<file path="config.mk">
export PLATFORM = sky130hd
export DESIGN_NAME = general_purpose_io_port
export DESIGN_NICKNAME = d
export VERILOG_FILES = /design/src/include/gpio_port_pkg.sv /design/src/hdl/general_purpose_io_port.sv
export VERILOG_INCLUDE_DIRS = /design/src /design/src/include
export SDC_FILE = /design/constraint.sdc
export NUM_CORES = 1
export LEC_CHECK = 0
export ABC_CLOCK_PERIOD_IN_PS = 1600
export BUFFER_PORTS_ARGS = -buffer_cell sky130_fd_sc_hd__buf_2
export CELL_PAD_IN_SITES_DETAIL_PLACEMENT = 0
export CELL_PAD_IN_SITES_GLOBAL_PLACEMENT = 1
export CORE_MARGIN = 1
export CORE_UTILIZATION = 30
export DETAILED_ROUTE_END_ITERATION = 6
export PLACE_DENSITY = 0.76
export SETUP_SLACK_MARGIN = 0.2
export SYNTH_ARGS = -nofsm -noshare
export SYNTH_HDL_FRONTEND = slang
export SYNTH_SLANG_ARGS = --single-unit
</file>
<file path="constraint.sdc">
create_clock -name mclk_in -period 1.6 [get_ports mclk_in]
set_input_delay 0.08 -clock mclk_in [delete_from_list [all_inputs] [get_ports mclk_in]]
set_output_delay 0.08 -clock mclk_in [all_outputs]
set_load 0.03 [all_outputs]
</file>
<file path="src/include/gpio_port_consts.svh">
`ifndef GPIO_PORT_CONSTS_SVH
`define GPIO_PORT_CONSTS_SVH

// register word offsets (word index in bits 5:2 of the byte address on a 32-bit bus)
`define OFS_PIN_LEVEL       4'h0
`define OFS_PIN_DIRECTION   4'h1
`define OFS_OUTPUT_LATCH    4'h2
`define OFS_ANALOG_SELECT   4'h3
`define OFS_PULL_UP_ENABLE  4'h4
`define OFS_OPEN_DRAIN      4'h5
`define OFS_SLEW_LIMIT      4'h6
`define OFS_INPUT_THRESHOLD 4'h7

// reset values
`define RST_PIN_DIRECTION   8'hff
`define RST_OUTPUT_LATCH    8'h00
`define RST_ANALOG_SELECT   8'hff
`define RST_PULL_UP_ENABLE  8'h00
`define RST_OPEN_DRAIN      8'h00
`define RST_SLEW_LIMIT      8'hff
`define RST_INPUT_THRESHOLD 8'hff

`define WORD_IDX_LSB        2
`define WORD_IDX_MSB        5

`endif

</file>
<file path="src/include/gpio_port_pkg.sv">
package gpio_port_pkg;

    // per-pin controls driven by peripherals outside the port
    typedef struct packed {
        logic [7:0] periph_enable;
        logic [7:0] periph_out;
        logic [7:0] periph_oe;
        logic [7:0] periph_force_od;
        logic [7:0] analog_out_enable;
    } periph_ctl_t;

    // per-pin pad controls toward the pad cells
    typedef struct packed {
        logic [7:0] pull_up;
        logic [7:0] slew_limit;
        logic [7:0] schmitt;
        logic [7:0] input_buffer_enable;
    } pad_ctl_t;

endpackage

</file>
<file path="src/hdl/general_purpose_io_port.sv">
// Function
// - eight pins, one bit per pin
// - direction one disables driver, zero drives latch
// - pin level reads pins, writes latch
// - latch write equals pin write; reads latch
// - latch holds latest write from either
// - pin write replaces latch with written byte
// - analog select disables digital input buffer
// - analog pins read zero digitally
// - analog select leaves digital output alone
// - analog output overrides, forces high impedance
// - peripheral pin blocks port output, stays readable
// - reset output source is the latch
// - open drain sinks only, else push-pull
// - two-wire peripheral forces open drain
// - slew bit selects limited drive
// - threshold applies to reads and change detect
// - analog select resets to analog mode
// - one pull-up enable per pin
// - pull-up off while pin is output
// - threshold one Schmitt, zero TTL
`include "gpio_port_consts.svh"
`timescale 1ns/100ps
`default_nettype none

module general_purpose_io_port
    import gpio_port_pkg::*;
#(
    parameter int PINS = 8
) (
    input  wire logic              mclk_in,
    input  wire logic              rst_n_in,
    input  wire logic [5:0]        avs_address_in,
    input  wire logic              avs_read_in,
    input  wire logic              avs_write_in,
    input  wire logic [3:0]        avs_byteenable_in,
    input  wire logic [31:0]       avs_writedata_in,
    output logic      [31:0]       avs_readdata_out,
    output logic                   avs_waitrequest_out,
    input  wire periph_ctl_t       periph_in,
    input  wire logic [PINS-1:0]   port_pins_in,
    output logic      [PINS-1:0]   port_pins_out,
    output logic      [PINS-1:0]   port_pins_oe_out,
    output pad_ctl_t               pad_out,
    output logic      [PINS-1:0]   change_detect_out
);

    logic [PINS-1:0] pin_direction;
    logic [PINS-1:0] output_latch;
    logic [PINS-1:0] analog_select;
    logic [PINS-1:0] pull_up_enable;
    logic [PINS-1:0] open_drain_select;
    logic [PINS-1:0] slew_limit_select;
    logic [PINS-1:0] input_threshold_select;
    logic [PINS-1:0] pins_sampled;
    logic [PINS-1:0] pins_prev;
    logic            ack;
    logic [31:0]     rdata;

    // word decode shared by read and write paths
    function automatic logic hit(input logic [5:0] a, input logic [3:0] ofs);
        return a[`WORD_IDX_MSB:`WORD_IDX_LSB] == ofs && a[1:0] == 2'h0;
    endfunction

    wire logic       req       = avs_read_in | avs_write_in;
    wire logic       wr_go     = avs_write_in & ack & avs_byteenable_in[0];
    wire logic [7:0] wdata     = avs_writedata_in[7:0];
    wire logic       wr_level  = wr_go & hit(avs_address_in, `OFS_PIN_LEVEL);
    wire logic       wr_latch  = wr_go & hit(avs_address_in, `OFS_OUTPUT_LATCH);

    // digital input path: analog pins read zero, buffer off
    wire logic [PINS-1:0] digital_in = port_pins_in & ~analog_select;

    // output drive: peripheral owns pin, else latch; analog output wins
    wire logic [PINS-1:0] drive_val = (periph_in.periph_enable[PINS-1:0]
                                       & periph_in.periph_out[PINS-1:0])
                                    | (~periph_in.periph_enable[PINS-1:0]
                                       & output_latch);
    wire logic [PINS-1:0] drive_en  = (periph_in.periph_enable[PINS-1:0]
                                       & periph_in.periph_oe[PINS-1:0])
                                    | (~periph_in.periph_enable[PINS-1:0]
                                       & ~pin_direction);
    wire logic [PINS-1:0] od_mode   = open_drain_select
                                    | periph_in.periph_force_od[PINS-1:0];
    wire logic [PINS-1:0] oe_final  = drive_en & ~periph_in.analog_out_enable[PINS-1:0]
                                    & ~(od_mode & drive_val);

    // pad pin drive, per bit
    genvar i;
    generate
        for (i = 0; i < PINS; i++) begin : g_pin
            assign port_pins_out[i]    = od_mode[i] ? 1'b0 : drive_val[i];
            assign port_pins_oe_out[i] = oe_final[i];
        end
    endgenerate

    // pad controls
    assign pad_out.pull_up             = pull_up_enable & ~drive_en;
    assign pad_out.slew_limit          = slew_limit_select;
    assign pad_out.schmitt             = input_threshold_select;
    assign pad_out.input_buffer_enable = ~analog_select;
    assign change_detect_out           = pins_sampled ^ pins_prev;

    // read multiplexer
    always_comb begin
        rdata = 32'h0000_0000;
        if (hit(avs_address_in, `OFS_PIN_LEVEL))       rdata[7:0] = pins_sampled;
        if (hit(avs_address_in, `OFS_PIN_DIRECTION))   rdata[7:0] = pin_direction;
        if (hit(avs_address_in, `OFS_OUTPUT_LATCH))    rdata[7:0] = output_latch;
        if (hit(avs_address_in, `OFS_ANALOG_SELECT))   rdata[7:0] = analog_select;
        if (hit(avs_address_in, `OFS_PULL_UP_ENABLE))  rdata[7:0] = pull_up_enable;
        if (hit(avs_address_in, `OFS_OPEN_DRAIN))      rdata[7:0] = open_drain_select;
        if (hit(avs_address_in, `OFS_SLEW_LIMIT))      rdata[7:0] = slew_limit_select;
        if (hit(avs_address_in, `OFS_INPUT_THRESHOLD)) rdata[7:0] = input_threshold_select;
    end

    // bus handshake: one wait state, then answer
    assign avs_waitrequest_out = req & ~ack;

    always_ff @(posedge mclk_in) begin
        if (!rst_n_in) begin
            ack              <= 1'b0;
            avs_readdata_out <= 32'h0000_0000;
        end else begin
            ack              <= req & ~ack;
            avs_readdata_out <= rdata;
        end
    end

    // input sampling
    always_ff @(posedge mclk_in) begin
        if (!rst_n_in) begin
            pins_sampled <= '0;
            pins_prev    <= '0;
        end else begin
            pins_sampled <= digital_in;
            pins_prev    <= pins_sampled;
        end
    end

    // output latch: latest of either write; byte write replaces all pins
    always_ff @(posedge mclk_in) begin
        if (!rst_n_in) begin
            output_latch <= `RST_OUTPUT_LATCH;
        end else if (wr_level | wr_latch) begin
            output_latch <= wdata;
        end
    end

    // control registers
    always_ff @(posedge mclk_in) begin
        if (!rst_n_in) begin
            pin_direction          <= `RST_PIN_DIRECTION;
            analog_select          <= `RST_ANALOG_SELECT;
            pull_up_enable         <= `RST_PULL_UP_ENABLE;
            open_drain_select      <= `RST_OPEN_DRAIN;
            slew_limit_select      <= `RST_SLEW_LIMIT;
            input_threshold_select <= `RST_INPUT_THRESHOLD;
        end else if (wr_go) begin
            if (hit(avs_address_in, `OFS_PIN_DIRECTION))   pin_direction <= wdata;
            if (hit(avs_address_in, `OFS_ANALOG_SELECT))   analog_select <= wdata;
            if (hit(avs_address_in, `OFS_PULL_UP_ENABLE))  pull_up_enable <= wdata;
            if (hit(avs_address_in, `OFS_OPEN_DRAIN))      open_drain_select <= wdata;
            if (hit(avs_address_in, `OFS_SLEW_LIMIT))      slew_limit_select <= wdata;
            if (hit(avs_address_in, `OFS_INPUT_THRESHOLD)) input_threshold_select <= wdata;
        end
    end

endmodule

`default_nettype wire

</file>
# == Word level (Yosys, flattened, before mapping) ==
# Index checks and enable logic that the tools add are counted.
# op_classes
n_eq_ne,7
reduce_logical,16
mux,16
bitwise,27
# op_table
cell,count
bitwise AND 8 bit,9
two-way mux 8 bit,8
inverter 8 bit,6
bitwise OR 8 bit,3
== test 4 x 3 -> 1 bit (second input constant),4
AND reduction 2 bit,6
== test 4 x 2 -> 1 bit (second input constant),2
logical AND 1 bit,8
two-way mux 1 bit,8
XOR 8 bit,1
bitwise AND 1 bit,5
== test 4 x 1 -> 1 bit (second input constant),1
zero test 4 bit,1
zero test 2 bit,1
bitwise OR 1 bit,2
inverter 1 bit,1
# totals
output_inout_bits,89
in_bits,94
wordCells,78
regBits,105

# == Logic depth before layout (Yosys ltp) ==
# Gate-level depths: netlist (run 1).
# logic_depth
ltp_word,10
ltp_mapped,7
depth_no_buf,4

# == Worst setup path after synthesis (run 1) ==
# Ideal clock, no wire load.
# synth_timing
path_kind,input -> register
start,input avs_address_in[2]
end,register output_latch[0]
required_ns,1.484
n_path_buf,2
stages,6
arrival_ns,1.512
slack_ns,-0.028
setup_ns,0.116
cell_sequence,buf_6 -> or4_4 -> buf_6 -> nor3_4 -> mux2i_1 -> nor2b_1
# synth_via
elab_chain_cells,4
elab_cells_between_ends,7
cone_classes,eq/ne (1); bitwise (3); reduce/logical (3)
# synth_lines
item,line,source
from (decl),general_purpose_io_port.sv:33,"input wire logic [5:0] avs_address_in,"
== test 4 x 2 -> 1 bit / zero test 4 bit (equally long branches),general_purpose_io_port.sv:62,return a[`WORD_IDX_MSB:`WORD_IDX_LSB] == ofs && a[1:0] == 2'h0;
logical AND 1 bit,general_purpose_io_port.sv:62,
bitwise AND 1 bit (on tied branches),"general_purpose_io_port.sv:69, general_purpose_io_port.sv:68",
bitwise OR 1 bit (*),general_purpose_io_port.sv:145,end else if (wr_level | wr_latch) begin
to (signal assigned),general_purpose_io_port.sv:144,output_latch <= `RST_OUTPUT_LATCH;
to (signal assigned),general_purpose_io_port.sv:146,output_latch <= wdata;
to (decl),general_purpose_io_port.sv:49,logic [PINS-1:0] output_latch;
# Every way passes the cells marked *; elsewhere a longest branch is shown, timed or not.
# A chain may end at the register's enable or synchronous reset.

# == Worst setup path after layout (run 1) ==
# layout_timing
start,register ack
end,register slew_limit_select[2]
# layout_via
elab_chain_cells,3
# layout_lines
item,line,source
from (decl),general_purpose_io_port.sv:57,logic ack;
from (signal assigned),general_purpose_io_port.sv:125,ack <= req & ~ack;
bitwise AND 1 bit (2 in series),general_purpose_io_port.sv:66,wire logic wr_go = avs_write_in & ack & avs_byteenable_in[0];
AND reduction 2 bit (no line),n/a,
to (signal assigned),general_purpose_io_port.sv:157,slew_limit_select <= `RST_SLEW_LIMIT;
to (signal assigned),general_purpose_io_port.sv:164,"if (hit(avs_address_in, `OFS_SLEW_LIMIT)) slew_limit_select <= wdata;"
to (decl),general_purpose_io_port.sv:53,logic [PINS-1:0] slew_limit_select;
# No other way between the ends.

==> metrics.md, run 1 <==
| Metric | Value |
|---|---|
| Tcrit/Tclk final | between 80 and 90% |
| Routing usage on met2 | 29.8% |
| Gate Count Post-Synth | roughly 450 |
| Max-cap violations | 0 |
| Final core occ | between 40% and 50% |
| Type of the worst setup path | reg -> reg |
| Total power | 4.55 mW |
| Max IR drop VDD | 549 uV |
| # rows | 41 |
| Mapped Area | roughly 4000 um2 |
| Root buffer cell | clkbuf_16 |
| Remaining DRCs | 0 |
| Switch share | about 25% |
| Global route overflow | 0 |
| Crit end category | flop |
| Global routing's busiest layer | met2 |
| Pre-CTS setup slack | -0.0249 ns |
| Count of cell types in the netlist | 33 |
| Die width | approximately 120 um |
| Slew @ Worst Pin | ~0.81 ns |
| Worst EP arrival | about 1.6 ns |
| Drt pass-1 iters | 4 |
| Clock share of power | 44.4% |
| Initial Util | a little under a third |
| Reg2Reg Capture Point | slew_limit_select[2] |
| Synthesis-to-layout area growth | 36.3% |
| Global Route met1 Usage | between 20% and 30% |
| Share of cells above drive strength 1 | approximately a third |
| FMAX | roughly 0.71 GHz |
| # fillers | 1298 |
| Unrepaired setup endpoints after global routing | true |
| Antenna diodes | 0 |
| Initial detailed-routing violation count | 165 |
| Flop2flop setup slack | about 0.19 ns |
| Nets | 704 |
| Sequential group share of total power | between 40% and 50% |
| Worst reg2reg startpoint | ack |
| Worst-path clk slew | ~0.060 ns |
| Combinational power share | a little over a tenth |
| WP data required | ~1.8 ns |
| Largest net degree at the start of global routing | 44 |
| Clock Skews | 0.00680 ns |
| Most used flip-flop cell after synthesis | dfxtp_1 |
| Die ar. | between 10000 and 15000 um2 |
| Routed vias | about 3700 |
| Commonest non-fill, non-tap cell in the layout | buf_2 |
| Time the worst path needs with I/O delays and setup | 1.41 ns |
| HP Class | in -> reg |
| Core area | roughly 13000 um2 |
| Most frequent cells in the layout | buf_2, dfxtp_1, mux2i_1 |
| Crit start category | flop |
| GRT Total Usage | 17.8% |
| Layout Cells excl Fill | between 700 and 800 |
| CTS tree | done |
| Synth Area per Inst | about 9 um2 |
| Internal power | roughly 3.4 mW |
| Wire per inst | ~15 um |
| Final wirelength | 11.9 mm |
| Rel. slew slack | ~46% |
| H-tree depth | 3 |
| Placed insts | 760 |
| PwrDens | between 800 and 900 nW/um2 |
| GR Layer Usage met3 | approximately 3.8% |
| Synth warnings | 0 |
| IO Count | 183 |
| Critical path fanouts, max | 5 |
| Final setup violation count | 0 |
| Worst-Skew Late Latency | 0.33 ns |
| Critical Path Start | ack |
| Via density | about 4.7 |
| #FFs+latches synth | between 80 and 90 |
| Share of the yosys chip area belonging to registers | about 41% |
| First-pass GRT wire length | around 18 mm |
| HPWL Detailed | around 8.7 mm |
| Port buffer count | between 100 and 150 |
| NetSw | between 1 and 1.5 mW |
| Outcome | finished clean |
| Worst setup endpoint | slew_limit_select[2] |
| Vias in the first global route | approximately 3500 |
| Final WS setup | 0.190 ns |
| TritonCTS Sinks | about 80 |
| Synth async-reset ratio | 0% |
| Gp weighted congestion | ~0.8 |
| Leakage Power | 2.64 nW |
| R2R depth | 5 |
| Die height | roughly 120 um |
| Setup TNS | 0 ns |
| Routed Antenna Nets | 0 |
| Hold Fails Final Rpt | 0 |
| Slew Limit Fails | 0 |
| Initial antenna violation count | 0 |
| CTS Buf Count | 9 |
| Post-synth EDFFs | 0 |
| Max clock buf depth | 2 |
power groups by stage:
| stage | logic, mW | registers [mW] | clock network, mW |
|---|---|---|---|
| finish | 0.500 | 2.03 | 2.02 |
| global route | 0.537 | 2.03 | 2.15 |
| CTS | 0.492 | 2.03 | 2.07 |
| detailed placement | 0.473 | 2.08 | 0 |
| global placement | 0.464 | 2.08 | 0 |
| floorplan | 0.320 | 2.09 | 0 |
critical path: stages (launching register included):
cell and delay [ns]:
dfxtp_2 0.36, nand3_4 0.09, or4_4 0.50, buf_2 0.18
nand2_1 0.08, nand3_1 0.07
kinds of logic (layout without fill, tap and decap cells):
| family | count (synthesis) | count (layout) | share of synthesized area [%] |
|---|---|---|---|
| flip-flops | 81 | 81 | 41.1 |
| other | 1 | 24 | 0.0949 |
| buffers and inverters | 64 | 208 | 8.74 |
| multiplexers | 54 | 54 | 14.0 |
| XOR/XNOR | 8 | 8 | 1.77 |
| AO/OA/AOI/OAI | 47 | 47 | 8.93 |
| AND/OR/NAND/NOR | 193 | 193 | 25.4 |
layout make-up:
class | count | area (um2) | area share (%)
clock buffer | 11 | 233 | 4.32
clock inverter | 5 | 56.3 | 1.05
tap | 172 | 215 | 4.00
timing repair buffer | 173 | 1030 | 19.2
sequential | 81 | 1630 | 30.3
inverter | 19 | 71.3 | 1.32
multi-input combinational | 326 | 2150 | 39.9
worst min path at each step:
stage / slack, ns / start / cells past startpoint / endpoint
final: 0.04 / avs_writedata_in[6] / 3 / analog_select[6]
after global placement: 0.31 / port_pins_in[2] / 2 / pins_sampled[2]
after global routing: 0.04 / avs_writedata_in[6] / 3 / analog_select[6]
after floorplan: 0.20 / avs_writedata_in[0] / 2 / slew_limit_select[0]
after CTS: 0.03 / avs_writedata_in[6] / 3 / analog_select[6]
after detailed placement: 0.32 / port_pins_in[0] / 2 / pins_sampled[0]
Yosys cell counts, types with 9 or more instances:
library cell	instances	share of area, %
and2_1	20	3.2
nor2b_1	23	3.6
a21oi_1	9	1.1
inv_1	19	1.8
nor3_1	30	3.8
buf_4	24	4.6
mux2i_1	52	13
and3_1	9	1.4
o221ai_1	14	3.1
nand2_1	47	4.5
nor2_1	29	2.8
nand3_1	14	1.8
dfxtp_1	81	41
o211ai_1	14	2.7
clkbuf_1	18	1.7
timing repair:
action / 4_1_cts / 5_1_grt
cloned: 0 / 1
buffers inserted: 2 / 0
hold buffers: 8 / 0
hold endpoints to repair: 8 / 0
gates resized for setup: 3 / 28
setup endpoints to repair: 16 / 33
pin swaps: 0 / 3
metrics by stage:
stage	hold slack (ns)	cell area (um2)
after floorplan	0.204	4080
after global routing	0.0375	5380
after CTS	0.0293	5300
final	0.0403	5380
after global placement	0.313	4910
after detailed placement	0.316	4910
layer usage:
layer  part of all wire (%)  wire [um]
met5                      0          0
met4                    1.9        226
met3                    5.3        634
met2                     49       5800
met1                     44       5260
(Power assumes the default switching activity.)
==> run 2: changes to the inputs <==
--- a/config.mk
+++ b/config.mk
@@ -8,10 +8,12 @@
 export LEC_CHECK = 0
 export ABC_CLOCK_PERIOD_IN_PS = 1600
 export BUFFER_PORTS_ARGS = -buffer_cell sky130_fd_sc_hd__buf_2
+export CAP_MARGIN = 30
 export CELL_PAD_IN_SITES_DETAIL_PLACEMENT = 0
 export CELL_PAD_IN_SITES_GLOBAL_PLACEMENT = 1
 export CORE_MARGIN = 1
 export CORE_UTILIZATION = 30
+export CTS_BUF_LIST = sky130_fd_sc_hd__clkbuf_8 sky130_fd_sc_hd__clkbuf_16
 export DETAILED_ROUTE_END_ITERATION = 6
 export PLACE_DENSITY = 0.76
 export SETUP_SLACK_MARGIN = 0.2
==> metrics.md, run 2 (same netlist as run 1, synthesis figures left out) <==
| Metric | Value |
|---|---|
| Outcome | finished clean |
| Total power | 4.55 mW (-0.18%) |
| Slowest stage delay, CP | 0.50 ns (about the same) |
| Initial detailed-routing violation count | 153 (-7.3%) |
| Crit end category | flop |
| Switch share | 25.2% (+0.15 points) |
| H-tree depth | 3 (unchanged) |
| IO Count | 183 (unchanged) |
| Die ar. | 13600 um2 (unchanged) |
| Drt pass-1 iters | 4 (unchanged) |
| Max clock buf depth | 2 (unchanged) |
| Type of the worst setup path | reg -> reg |
| Routed vias | 3712 (+0.22%) |
| CTS tree | done |
| Time the worst path needs with I/O delays and setup | 1.41 ns (-0.00248 ns) |
| Share of cells above drive strength 1 | 34.0% (unchanged) |
| Worst path cell trace | nand3_4, or4_4, buf_2, nand2_1, nand3_1 |
| Crit start category | flop |
| Initial antenna violation count | 0 (unchanged) |
| Via density | 4.72 (+0.22%) |
| NetSw | 1.15 mW (+0.43%) |
| Max IR drop VDD | 555 uV (+1.2%) |
| Worst-Skew Late Latency | 0.34 ns (about the same) |
| TritonCTS Sinks | 81 (unchanged) |
| Leakage Power | 2.65 nW (+0.31%) |
| Global route overflow | 0 (unchanged) |
| Port buffer count | 131 (unchanged) |
| HPWL Detailed | 8.72 mm (unchanged) |
| Antenna diodes | 0 (unchanged) |
| Initial Util | 31.0% (unchanged) |
| Slew Limit Fails | 0 (unchanged) |
| Nets | 704 (unchanged) |
| Hold Fails Final Rpt | 0 (unchanged) |
| Commonest non-fill, non-tap cell in the layout | buf_2 |
| Most frequent cells in the layout | buf_2, dfxtp_1, mux2i_1 |
| Gp weighted congestion | 0.806 (unchanged) |
| First-pass GRT wire length | 18.0 mm (unchanged) |
| PwrDens | 845 nW/um2 (-0.18%) |
| Final setup violation count | 0 (unchanged) |
| Wire per inst | 15.1 um (about the same) |
| Slew @ Worst Pin | 0.825 ns (+0.0128 ns) |
| # rows | 41 (unchanged) |
| Rel. slew slack | 44.9% (-0.86 points) |
| Internal power | 3.40 mW (-0.38%) |
| HP Class | in -> reg |
| Final core occ | 42.3% (unchanged) |
| Root buffer cell | clkbuf_16 |
| Synthesis-to-layout area growth | 36.3% (unchanged) |
| Pre-CTS setup slack | -0.0249 ns (unchanged) |
| Core area | 12700 um2 (unchanged) |
| Clock Skews | 0.00680 ns (-0.00000283 ns) |
| Final wirelength | 11.9 mm (about the same) |
| Max-cap violations | 0 (unchanged) |
| Largest net degree at the start of global routing | 44 (unchanged) |
| WP data required | 1.80 ns (about the same) |
| Tcrit/Tclk final | 88.0% (-0.16 points) |
| Sequential group share of total power | 44.7% (about the same) |
| Post-Layout Inst Area | 5380 um2 (unchanged) |
| Hold Worst Slack | 0.0318 ns (-0.00847 ns) |
| Layout Cells excl Fill | 787 (unchanged) |
| Setup TNS | 0 ns (unchanged) |
| Die width | 117 um (unchanged) |
| Final WS setup | 0.192 ns (+0.00248 ns) |
| CTS Buf Count | 9 (unchanged) |
| Placed insts | 760 (unchanged) |
| Worst-path clk slew | 0.06 ns (about the same) |
| Clock share of power | 44.3% (about the same) |
| Critical path fanouts, max | 5 (unchanged) |
| Die height | 117 um (unchanged) |
| Combinational power share | 11.0% (about the same) |
| Placed cell areas | 4910 um2 (unchanged) |
| Unrepaired setup endpoints after global routing | true |
| Flop2flop setup slack | 0.19 ns (about the same) |
| Vias in the first global route | 3451 (unchanged) |
| Remaining DRCs | 0 (unchanged) |
| GRT Total Usage | 17.8% (unchanged) |
| Critical path's slowest cell | or4_4 |
| Routed Antenna Nets | 0 (unchanged) |
| FMAX | 0.710 GHz (+0.18%) |
| Worst EP arrival | 1.61 ns (about the same) |
[run 2: layout make-up]
| cell class | count | area, um2 |
|---|---|---|
| flip-flops and latches | 81 | 1630 |
| multi-input cells | 326 | 2150 |
| clock inverters | 7 | 63.8 |
| inverters | 19 | 71.3 |
| repair buffers | 173 | 1030 |
| clock buffers | 9 | 225 |
| fillers | 1298 | 7340 |
| well taps | 172 | 215 |
[run 2: power groups by stage]
stage          Sequential [mW]  Combinational, mW  Clock, mW
2_1_floorplan             2.09              0.320          0
3_3_place_gp              2.08              0.464          0
3_5_place_dp              2.08              0.473          0
4_1_cts                   2.03              0.492       2.06
5_1_grt                   2.03              0.537       2.14
6_report                  2.03              0.499       2.01
[run 2: metal layers]
| layer | part of all wire (%) | track usage, % | vias to the layer above |
|---|---|---|---|
| met4 | 2.3 | 7.43 | 0 |
| li1 | - | - | 1840 |
| met1 | 44 | 22.0 | 1720 |
| met3 | 5.3 | 3.79 | 21 |
| met5 | 0 | 0 | - |
| met2 | 48 | 29.8 | 131 |
[run 2: critical path: cells and delay by family, from the launching register on]
kind	cells	cell delay [ns]
buffers and inverters	1	0.18
DFF	1	0.36
and+or+nand+nor	4	0.74
[run 2: path summary, 6_finish.rpt]
check | start | end | cells after the start
worst max-delay path | ack | slew_limit_select[2] | 5
worst min-delay path | avs_writedata_in[6] | analog_select[6] | 3
worst max register to register | ack | slew_limit_select[2] | 5
worst min register to register | pin_direction[2] | pin_direction[2] | 2
[run 2: timing repair]
action                                  in CTS  in global routing
pin swaps                                    0                  3
resized for setup                            3                 28
endpoints found under the setup margin      16                 33
hold buffers                                 8                  0
cloned                                       0                  1
hold endpoints to repair                     8                  0
setup buffers                                2                  0
